[src/verilog/slr_defines.svh]
/*
  Constants of the serial LCD refresh driver: frame layout, register map,
  reset values and refresh timing.
  Assumes it is included by bare name wherever these names are used.
*/
`ifndef SLR_DEFINES_SVH
`define SLR_DEFINES_SVH

`define SLR_FRAME_BITS 5'h1E
`define SLR_HDR_BITS 5'h05
`define SLR_HDR_LAST 5'h04
`define SLR_ROWS 8
`define SLR_COLS 25
`define SLR_COL_MSB 24
`define SLR_ENTRY_W 31
`define SLR_FIFO_DEPTH 16
`define SLR_ROW_MIN_M1 3'h1

`define SLR_ADDR_CTRL 8'h00
`define SLR_ADDR_DIV 8'h04
`define SLR_ADDR_STATUS 8'h08
`define SLR_ADDR_RAMSEL 8'h0C
`define SLR_ADDR_RAMDATA 8'h10

`define SLR_CTRL_HOLD 0
`define SLR_STAT_OVF 4
`define SLR_DIV_RST 16'h00C8
`define SLR_ROWS_M1_RST 3'h7
`define SLR_ZERO32 32'h0000_0000

`endif

[src/verilog/slr_pkg.sv]
/*
  Types of the serial LCD refresh driver: frame phases and mode codes.
  Assumes nothing beyond a SystemVerilog compiler.
*/
package slr_pkg;
  typedef enum logic [1:0] {
    SLR_FR_IDLE = 2'b00,
    SLR_FR_HEAD = 2'b01,
    SLR_FR_COLS = 2'b11,
    SLR_FR_OVER = 2'b10
  } slr_frame_t;

  typedef enum logic [1:0] {
    SLR_MODE_WRITE = 2'b00,
    SLR_MODE_READ = 2'b01,
    SLR_MODE_INIT_BLANK = 2'b10,
    SLR_MODE_INIT_SHOW = 2'b11
  } slr_mode_t;
endpackage

[src/verilog/slr_fifo.sv]
/*
  Flip-flop FIFO with valid/ready on both sides and a fill level.
  Assumes one clock and an asynchronous active-high reset.
*/
`timescale 1ns/1ps
module slr_fifo #(
  parameter int WIDTH = 31,
  parameter int DEPTH = 16,
  parameter int AW = $clog2(DEPTH)
) (
  input wire logic clk_in,
  input wire logic rst_in,
  input wire logic in_valid_in,
  output logic in_ready_out,
  input wire logic [WIDTH-1:0] in_data_in,
  output logic out_valid_out,
  input wire logic out_ready_in,
  output logic [WIDTH-1:0] out_data_out,
  output logic [AW:0] level_out
);
  logic [WIDTH-1:0] mem_reg [0:DEPTH-1];
  logic [AW:0] wr_ptr_reg;
  logic [AW:0] rd_ptr_reg;
  wire push = in_valid_in & in_ready_out;
  wire pop = out_valid_out & out_ready_in;

  assign level_out = wr_ptr_reg - rd_ptr_reg;
  assign in_ready_out = (level_out != (AW+1)'(DEPTH));
  assign out_valid_out = (level_out != '0);
  assign out_data_out = mem_reg[rd_ptr_reg[AW-1:0]];

  always_ff @(posedge clk_in or posedge rst_in) begin
    if (rst_in) begin
      wr_ptr_reg <= '0;
      rd_ptr_reg <= '0;
    end else begin
      if (push) wr_ptr_reg <= wr_ptr_reg + 1'b1;
      if (pop) rd_ptr_reg <= rd_ptr_reg + 1'b1;
    end
  end

  // Storage needs no reset; nothing is read before it is written
  always_ff @(posedge clk_in) begin
    if (push) mem_reg[wr_ptr_reg[AW-1:0]] <= in_data_in;
  end
endmodule

[src/verilog/slr_top.sv]
/*
  Serial command front end, display RAM and refresh scanner of an
  8 x 25 multiplexed LCD driver, with an APB register slave.
  Assumes the serial pins are asynchronous to SYS_CLK_IN and slow
  against it, and that an APB master drives the register port.
*/
// What this block does
// - Frame is row, mode, then 25 column bits
// - Row field binary, first bit is MSB
// - Row field is address or rows minus one
// - Mode bits select write, read, two inits
// - Write stores position 6..30 as column 1..25
// - Blank init blanks display, takes row count
// - Blank init with columns also writes row
// - Visible init sets count and shows display
// - Visible init may stop; else reads row out
// - Row count programmable from 2 to 8
// - 8 x 25 RAM refreshed without host
// - Serial bits move on serial clock falls
// - Serial bits taken only while chip select low
// - Read shifts column 25 down to 1
// - One bit lights pixel, zero leaves dark
`timescale 1ns/1ps
`include "slr_defines.svh"
module slr_top (
  input wire logic SYS_CLK_IN,
  input wire logic RESET_IN,
  input wire logic APB_PSEL_IN,
  input wire logic APB_PENABLE_IN,
  input wire logic APB_PWRITE_IN,
  input wire logic [7:0] APB_PADDR_IN,
  input wire logic [31:0] APB_PWDATA_IN,
  output logic [31:0] APB_PRDATA_OUT,
  output logic APB_PREADY_OUT,
  output logic APB_PSLVERR_OUT,
  input wire logic SER_CLK_IN,
  input wire logic SER_DATA_IN,
  input wire logic SER_CS_N_IN,
  output logic SER_DATA_OUT,
  output logic SER_DATA_OE_OUT,
  output logic [7:0] ROW_DRIVE_OUT,
  output logic [24:0] COL_DRIVE_OUT
);
  function automatic logic [24:0] rev25(input logic [24:0] v);
    logic [24:0] r;
    r = '0;
    for (int i = 0; i < `SLR_COLS; i++) r[i] = v[`SLR_COL_MSB-i];
    return r;
  endfunction

  function automatic logic [7:0] onehot8(input logic [2:0] idx);
    logic [7:0] r;
    r = '0;
    r[idx] = 1'b1;
    return r;
  endfunction

  // Serial pin synchronisers; stage 1 feeds stage 2 only
  logic sclk_s1_reg, sclk_s2_reg, sclk_s3_reg;
  logic sdi_s1_reg, sdi_s2_reg;
  logic csn_s1_reg, csn_s2_reg, csn_s3_reg;
  always_ff @(posedge SYS_CLK_IN or posedge RESET_IN) begin
    if (RESET_IN) begin
      {sclk_s1_reg, sclk_s2_reg, sclk_s3_reg} <= 3'h7;
      {sdi_s1_reg, sdi_s2_reg} <= 2'h0;
      {csn_s1_reg, csn_s2_reg, csn_s3_reg} <= 3'h7;
    end else begin
      {sclk_s1_reg, sclk_s2_reg, sclk_s3_reg} <= {SER_CLK_IN, sclk_s1_reg, sclk_s2_reg};
      {sdi_s1_reg, sdi_s2_reg} <= {SER_DATA_IN, sdi_s1_reg};
      {csn_s1_reg, csn_s2_reg, csn_s3_reg} <= {SER_CS_N_IN, csn_s1_reg, csn_s2_reg};
    end
  end

  wire cs_act = ~csn_s2_reg;
  // Frames act at chip-select rise, so a cut frame never half-writes a row
  wire cs_rise = csn_s2_reg & ~csn_s3_reg;
  wire ser_fall = sclk_s3_reg & ~sclk_s2_reg & cs_act;

  // Frame assembly
  slr_pkg::slr_frame_t frame_reg, frame_next;
  logic [4:0] bit_cnt_reg;
  logic [29:0] shift_reg;
  logic [4:0] hdr_reg;
  wire take_bit = ser_fall & (frame_reg != slr_pkg::SLR_FR_OVER);
  wire [4:0] hdr_now = {shift_reg[3:0], sdi_s2_reg};
  wire hdr_done = take_bit & (bit_cnt_reg == `SLR_HDR_LAST);
  wire [2:0] hdr_row = hdr_reg[4:2];
  wire [1:0] hdr_mode = hdr_reg[1:0];
  wire frame_full = (frame_reg == slr_pkg::SLR_FR_OVER);
  wire [24:0] frame_cols = rev25(shift_reg[24:0]);

  always_comb begin
    frame_next = frame_reg;
    case (frame_reg)
      slr_pkg::SLR_FR_IDLE: begin
        if (take_bit) frame_next = slr_pkg::SLR_FR_HEAD;
      end
      slr_pkg::SLR_FR_HEAD: begin
        if (hdr_done) frame_next = slr_pkg::SLR_FR_COLS;
      end
      slr_pkg::SLR_FR_COLS: begin
        if (take_bit && bit_cnt_reg == `SLR_FRAME_BITS - 5'h01) begin
          frame_next = slr_pkg::SLR_FR_OVER;
        end
      end
      slr_pkg::SLR_FR_OVER: frame_next = slr_pkg::SLR_FR_OVER;
      default: frame_next = slr_pkg::SLR_FR_IDLE;
    endcase
    // Chip select high ends any frame, wherever it stands
    if (!cs_act) frame_next = slr_pkg::SLR_FR_IDLE;
  end

  always_ff @(posedge SYS_CLK_IN or posedge RESET_IN) begin
    if (RESET_IN) begin
      frame_reg <= slr_pkg::SLR_FR_IDLE;
      bit_cnt_reg <= 5'h00;
      shift_reg <= 30'h0000_0000;
      hdr_reg <= 5'h00;
    end else begin
      frame_reg <= frame_next;
      if (!cs_act) begin
        bit_cnt_reg <= 5'h00;
      end else if (take_bit) begin
        bit_cnt_reg <= bit_cnt_reg + 5'h01;
        shift_reg <= {shift_reg[28:0], sdi_s2_reg};
      end
      if (hdr_done) hdr_reg <= hdr_now;
    end
  end

  // Command queue between the serial side and the RAM
  logic [24:0] ram_reg [0:`SLR_ROWS-1];
  logic hold_reg;
  logic [30:0] q_out;
  logic q_valid, q_ready;
  logic [4:0] q_level;
  wire push_ok = (frame_reg == slr_pkg::SLR_FR_COLS) | frame_full;
  wire push_req = cs_rise & push_ok & (hdr_mode != slr_pkg::SLR_MODE_READ)
                  & ((hdr_mode != slr_pkg::SLR_MODE_WRITE) | frame_full);
  wire [30:0] push_word = {frame_full, hdr_reg, frame_cols};
  wire pop = q_valid & ~hold_reg;

  slr_fifo #(.WIDTH(`SLR_ENTRY_W), .DEPTH(`SLR_FIFO_DEPTH)) u_fifo (
    .clk_in(SYS_CLK_IN),
    .rst_in(RESET_IN),
    .in_valid_in(push_req),
    .in_ready_out(q_ready),
    .in_data_in(push_word),
    .out_valid_out(q_valid),
    .out_ready_in(~hold_reg),
    .out_data_out(q_out),
    .level_out(q_level)
  );

  wire q_full = q_out[30];
  wire [2:0] q_row = q_out[29:27];
  wire [1:0] q_mode = q_out[26:25];
  wire [24:0] q_cols = q_out[24:0];
  wire q_write = (q_mode == slr_pkg::SLR_MODE_WRITE)
                 | ((q_mode == slr_pkg::SLR_MODE_INIT_BLANK) & q_full);
  wire q_init = q_mode[1];
  // Fewer than two backplanes is raised to two
  wire [2:0] q_rows_m1 = (q_row < `SLR_ROW_MIN_M1) ? `SLR_ROW_MIN_M1 : q_row;

  logic [2:0] rows_m1_reg;
  logic visible_reg;
  always_ff @(posedge SYS_CLK_IN or posedge RESET_IN) begin
    if (RESET_IN) begin
      for (int i = 0; i < `SLR_ROWS; i++) ram_reg[i] <= 25'h000_0000;
      rows_m1_reg <= `SLR_ROWS_M1_RST;
      visible_reg <= 1'b0;
    end else if (pop) begin
      if (q_write) ram_reg[q_row] <= q_cols;
      if (q_init) begin
        rows_m1_reg <= q_rows_m1;
        visible_reg <= q_mode[0];
      end
    end
  end

  // Serial read-out: column 25 first, one column per fall
  logic [24:0] rd_sh_reg;
  logic rd_act_reg;
  logic sdo_reg, sdo_oe_reg;
  wire rd_start = hdr_done & sdi_s2_reg;
  // Reads bypass the queue; software lets it drain before reading
  wire [24:0] rd_word = ram_reg[hdr_now[4:2]];
  always_ff @(posedge SYS_CLK_IN or posedge RESET_IN) begin
    if (RESET_IN) begin
      rd_sh_reg <= 25'h000_0000;
      rd_act_reg <= 1'b0;
      sdo_reg <= 1'b0;
      sdo_oe_reg <= 1'b0;
    end else begin
      // Enable follows chip select, so a cut read frees the line
      sdo_oe_reg <= cs_act & (rd_act_reg | rd_start);
      if (!cs_act) begin
        rd_act_reg <= 1'b0;
      end else if (rd_start) begin
        rd_act_reg <= 1'b1;
        rd_sh_reg <= rd_word;
        sdo_reg <= rd_word[`SLR_COL_MSB];
      end else if (rd_act_reg && ser_fall) begin
        rd_sh_reg <= {rd_sh_reg[23:0], 1'b0};
        sdo_reg <= rd_sh_reg[23];
      end
    end
  end

  // Refresh scanner; the divider stands in for the internal oscillator
  logic [15:0] div_reg;
  logic [15:0] div_cnt_reg;
  logic [2:0] scan_reg;
  logic [7:0] row_drv_reg;
  logic [24:0] col_drv_reg;
  // Compare, not equality, so lowering DIV never strands the counter
  wire step = (div_cnt_reg >= div_reg);
  always_ff @(posedge SYS_CLK_IN or posedge RESET_IN) begin
    if (RESET_IN) begin
      div_cnt_reg <= 16'h0000;
      scan_reg <= 3'h0;
      row_drv_reg <= 8'h00;
      col_drv_reg <= 25'h000_0000;
    end else begin
      div_cnt_reg <= step ? 16'h0000 : div_cnt_reg + 16'h0001;
      if (step) scan_reg <= (scan_reg >= rows_m1_reg) ? 3'h0 : scan_reg + 3'h1;
      row_drv_reg <= visible_reg ? onehot8(scan_reg) : 8'h00;
      col_drv_reg <= visible_reg ? ram_reg[scan_reg] : 25'h000_0000;
    end
  end

  // APB slave, one wait state on every access
  logic ovf_reg;
  logic [2:0] ram_sel_reg;
  logic [31:0] prdata_reg;
  logic pready_reg, pslverr_reg;
  wire apb_acc = APB_PSEL_IN & APB_PENABLE_IN;
  wire apb_wr = apb_acc & pready_reg & APB_PWRITE_IN;
  wire sel_ctrl = (APB_PADDR_IN == `SLR_ADDR_CTRL);
  wire sel_div = (APB_PADDR_IN == `SLR_ADDR_DIV);
  wire sel_stat = (APB_PADDR_IN == `SLR_ADDR_STATUS);
  wire sel_rsel = (APB_PADDR_IN == `SLR_ADDR_RAMSEL);
  wire sel_rdat = (APB_PADDR_IN == `SLR_ADDR_RAMDATA);
  wire mapped = sel_ctrl | sel_div | sel_stat | sel_rsel | sel_rdat;
  wire [31:0] stat_word = {19'h0_0000, scan_reg, q_level, ovf_reg, visible_reg, rows_m1_reg};
  wire [31:0] rd_mux = sel_ctrl ? {31'h0000_0000, hold_reg} :
                       sel_div ? {16'h0000, div_reg} :
                       sel_stat ? stat_word :
                       sel_rsel ? {29'h0000_0000, ram_sel_reg} :
                       sel_rdat ? {7'h00, ram_reg[ram_sel_reg]} : `SLR_ZERO32;
  // A full queue drops the frame; the sticky flag tells software
  wire ovf_set = push_req & ~q_ready;
  wire ovf_clr = apb_wr & sel_stat & APB_PWDATA_IN[`SLR_STAT_OVF];

  always_ff @(posedge SYS_CLK_IN or posedge RESET_IN) begin
    if (RESET_IN) begin
      pready_reg <= 1'b0;
      pslverr_reg <= 1'b0;
      prdata_reg <= `SLR_ZERO32;
    end else begin
      pready_reg <= apb_acc & ~pready_reg;
      pslverr_reg <= apb_acc & ~pready_reg & ~mapped;
      prdata_reg <= (apb_acc & ~pready_reg & ~APB_PWRITE_IN) ? rd_mux : `SLR_ZERO32;
    end
  end

  always_ff @(posedge SYS_CLK_IN or posedge RESET_IN) begin
    if (RESET_IN) begin
      hold_reg <= 1'b0;
      div_reg <= `SLR_DIV_RST;
      ram_sel_reg <= 3'h0;
      ovf_reg <= 1'b0;
    end else begin
      if (apb_wr && sel_ctrl) hold_reg <= APB_PWDATA_IN[`SLR_CTRL_HOLD];
      if (apb_wr && sel_div) div_reg <= APB_PWDATA_IN[15:0];
      if (apb_wr && sel_rsel) ram_sel_reg <= APB_PWDATA_IN[2:0];
      ovf_reg <= ovf_set | (ovf_reg & ~ovf_clr);
    end
  end

  assign APB_PRDATA_OUT = prdata_reg;
  assign APB_PREADY_OUT = pready_reg;
  assign APB_PSLVERR_OUT = pslverr_reg;
  assign SER_DATA_OUT = sdo_reg;
  assign SER_DATA_OE_OUT = sdo_oe_reg;
  assign ROW_DRIVE_OUT = row_drv_reg;
  assign COL_DRIVE_OUT = col_drv_reg;
endmodule

[config.mk]
export PLATFORM = sky130hd
export DESIGN_NAME = slr_top
export DESIGN_NICKNAME = d
export VERILOG_FILES = /design/src/verilog/slr_pkg.sv /design/src/verilog/slr_fifo.sv /design/src/verilog/slr_top.sv
export VERILOG_INCLUDE_DIRS = /design/src /design/src/verilog
export SDC_FILE = /design/constraint.sdc
export NUM_CORES = 1
export LEC_CHECK = 0
export ABC_AREA = 1
export BUFFER_PORTS_ARGS = -buffer_cell sky130_fd_sc_hd__buf_2
export CAP_MARGIN = 20
export CELL_PAD_IN_SITES_DETAIL_PLACEMENT = 2
export CELL_PAD_IN_SITES_GLOBAL_PLACEMENT = 2
export CORE_MARGIN = 2
export CORE_UTILIZATION = 42
export CTS_BUF_LIST = sky130_fd_sc_hd__clkbuf_8
export DETAILED_ROUTE_END_ITERATION = 7
export PLACE_DENSITY = 0.83
export SETUP_SLACK_MARGIN = 0.15
export SKIP_CTS_REPAIR_TIMING = 1
export SKIP_LAST_GASP = 1
export SLEW_MARGIN = 20
export SYNTH_ARGS = -nofsm -noshare
export SYNTH_HDL_FRONTEND = slang
export SYNTH_HIERARCHICAL = 1
export SYNTH_SLANG_ARGS = --single-unit
[constraint.sdc]
create_clock -name SYS_CLK_IN -period 12.88 [get_ports SYS_CLK_IN]
set_input_delay 0.644 -clock SYS_CLK_IN [delete_from_list [all_inputs] [get_ports SYS_CLK_IN]]
set_output_delay 0.644 -clock SYS_CLK_IN [all_outputs]
set_load 0.1 [all_outputs]
==> flow_metrics.env <==
export IMPL_status="completed"
export IMPL_start_util_pct=42.2
export IMPL_hold_viol=0
export IMPL_post_route_min_period_ps=5250
export IMPL_grt_pass1_wl_um=241000
export IMPL_regToRegStartpoint="u_fifo/rd_ptr_reg[0]$_DFFE_PP0P_"
export IMPL_synth_most_common_cell="nand2_1"
export IMPL_synth_common_cells="nand2_1 (833), o21ai_0 (711), edfxtp_1 (496)"
export IMPL_clk_pin_slew_ps=60
export IMPL_synth_top_area_cell="edfxtp_1"
export IMPL_synth_cells=4202
export IMPL_clk_insertion_delay_late_ps=900
export IMPL_syn_area_um2=40000
export IMPL_worstSetupPathType="register to register"
export IMPL_ys_top_cells_by_area="edfxtp_1 (37%), dfrtp_1 (23%), o21ai_0 (8.9%), nand2_1 (7.8%), nor2_1 (4.4%)"
export IMPL_critical_path_max_fanout=97
export IMPL_rows=113
export IMPL_p_leak_nw=18.3
export IMPL_vias=33600
export IMPL_htreeDepth=4
export IMPL_dieHeight_um=313
export IMPL_required_ps=13640
export IMPL_cp_start_kind="register"
export IMPL_drv_slew=0
export IMPL_r2r_cells=14
export IMPL_die_area_um2=97700
export IMPL_drt_iter0_drc=3201
export IMPL_root_buffer="clkbuf_8"
export IMPL_ys_flop_type="edfxtp_1"
export IMPL_numCtsBuffers=157
export IMPL_numClockSinks=882
export IMPL_grt_max_degree=105
export IMPL_grt_usage_pct=32.8
export IMPL_pwr_density_cell_nw_per_um2=229
export IMPL_grt_pass1_vias=37200
export IMPL_cts_max_path_buffers=3
export IMPL_dr_pass1_iters=6
export IMPL_coreArea_um2=94700
export IMPL_fin_crit_sh_pct=40.7
export IMPL_min_path_cells=3
export IMPL_hold_start="APB_PWDATA_IN[13]"
export IMPL_yosys_warnings=6
export IMPL_tns_ps=0
export IMPL_antenna_found_initial=6
export IMPL_largest_register_ffs=496
export IMPL_cp_end_kind="register"
export IMPL_ys_seq_area_share_pct=61.5
export IMPL_synth_top_area_share_pct=37.3
export IMPL_ys_ff_latch=882
export IMPL_fin_nets=4336
export IMPL_synth_area_per_cell_um2=9.51
export IMPL_portBuffers=93
export IMPL_skew_ps=63.9
export IMPL_ioPinCount=117
export IMPL_gp_congestion=0.768
export IMPL_drive_above_1_share_pct=9.72
export IMPL_ys_types=45
export IMPL_worst_pin_slew_ps=1140
export IMPL_maxCapViolCount=0
export IMPL_grt_overflow=0
export IMPL_route_antenna_remaining_nets=0
export IMPL_rsz0062_at_grt="no"
export IMPL_drc_errors=0
export IMPL_synth_edff_count=496
export IMPL_ir_drop_mv=0.124
export IMPL_hold_class="primary input to register"
export IMPL_routedWlPerCell_um=28.4
export IMPL_cp_arrival_ps=6000
export IMPL_cts_tree="yes"
export IMPL_area_growth_pct=11.5
export IMPL_setup_viol=0
export IMPL_n_fill_cell=10100
export IMPL_async_flop_share_pct=43.8
export IMPL_min_to="div_reg[13]$_DFFE_PP0P_"
export IMPL_ff2ff_setup_slack_ps=7630
export IMPL_rr_endpoint="ram_reg[74]$_DFFE_PP0P_"
export IMPL_via_per_inst=5.95
export IMPL_slew_headroom_pct=24.1
export IMPL_dpl_hpwl_um=85900
export IMPL_utilization_pct=47.1
export IMPL_die_w_um=313
export IMPL_routed_wl_um=160000
export IMPL_fmax_mhz=191
==> metal layers <==
metal | track usage, % | up-vias | routed length [um]
met1 | 41.0 | 17500 | 64900
li1 | - | 14500 | -
met5 | 0 | - | 34
met4 | 14.7 | 4 | 6930
met2 | 55.4 | 1172 | 79000
met3 | 5.95 | 426 | 9350
==> worst max-delay path, cell delays in order, from the launching register on <==
cell	delay [ps]
dfrtp_4	510
inv_6	420
buf_4	950
buf_4	870
o21ai_0	270
o22ai_1	200
nand2_1	100
nand2_1	110
inv_1	50
nand2_1	260
inv_1	160
nand4_1	130
buf_4	600
nand2_1	180
o21ai_0	150
==> worst max path at each step <==
stage                                     startpoint  slack, ps  cells past startpoint                           to
floorplan                                   RESET_IN       1810                      1  APB_PRDATA_OUT[0]$_DFF_PP0_
global placement    u_fifo/rd_ptr_reg[0]$_DFFE_PP0P_       8270                     13      ram_reg[67]$_DFFE_PP0P_
detailed placement  u_fifo/rd_ptr_reg[0]$_DFFE_PP0P_       8030                     13     ram_reg[174]$_DFFE_PP0P_
CTS                 u_fifo/rd_ptr_reg[0]$_DFFE_PP0P_       7740                     14      ram_reg[74]$_DFFE_PP0P_
global route        u_fifo/rd_ptr_reg[0]$_DFFE_PP0P_       7390                     14      ram_reg[74]$_DFFE_PP0P_
finish              u_fifo/rd_ptr_reg[0]$_DFFE_PP0P_       7630                     14      ram_reg[74]$_DFFE_PP0P_
==> cell families (layout without fill, tap and decap cells) <==
logic type               count (synthesis)  count (layout)  synth area share [%]
XOR/XNOR                                18              18                 0.394
other                                    1              10               0.00938
AO/OA/AOI/OAI                         1216            1216                  16.4
flip-flops                             882             882                  61.5
adder cells (fa/ha/maj)                 34              34                  1.08
buffers and inverters                  554             730                  5.74
AND/OR/NAND/NOR                       1497            1497                  14.9
==> cell type report <==
class | instances | area (um^2) | share of cell area, %
well taps | 1265 | 1580 | 3.55
clock inverters | 107 | 567 | 1.27
multi-input cells | 2772 | 13300 | 29.7
inverters | 281 | 1070 | 2.39
flip-flops and latches | 882 | 24600 | 55.2
diodes | 3 | 7.51 | 0.0168
repair buffers | 160 | 991 | 2.22
clock buffers | 182 | 2500 | 5.62
==> report_power, final <==
| part | switching [mW] | internal, mW | total [mW] | leakage, nW |
|---|---|---|---|---|
| Sequential | 0.394 | 3.37 | 3.77 | 9.80 |
| Combinational | 2.93 | 0.873 | 3.80 | 6.73 |
| Clock | 1.31 | 1.34 | 2.65 | 1.81 |
| Total | 4.64 | 5.58 | 10.2 | 18.3 |
==> cell usage in the layout, fill, tap and decap left out, types with 9 or more instances in the layout <==
master	instances
nand2_1	832
o21ai_0	711
edfxtp_1	496
nor2_1	453
dfrtp_1	365
inv_1	333
a21oi_1	223
clkbuf_8	182
nand3_1	146
o211ai_1	133
buf_2	93
o22ai_1	64
buf_4	62
o21ai_1	55
ha_1	33
a31oi_1	23
clkinv_1	22
nand4_1	19
nor2_4	17
xor2_1	12
dfstp_2	12
inv_2	9
==> metrics by stage <==
stage	power, mW	hold WS, ps	setup slack (ps)	cells	cell area (um^2)
global route	10.8	39.4	7390	5651	44600
CTS	10.2	-188	7740	5644	44500
floorplan	6.03	331	1810	4208	40000
finish	10.2	23.9	7630	5652	44600
detailed placement	7.44	347	8030	5355	41400
global placement	7.18	336	8270	5355	41400
No activity file was read; power rests on OpenSTA's default activity.
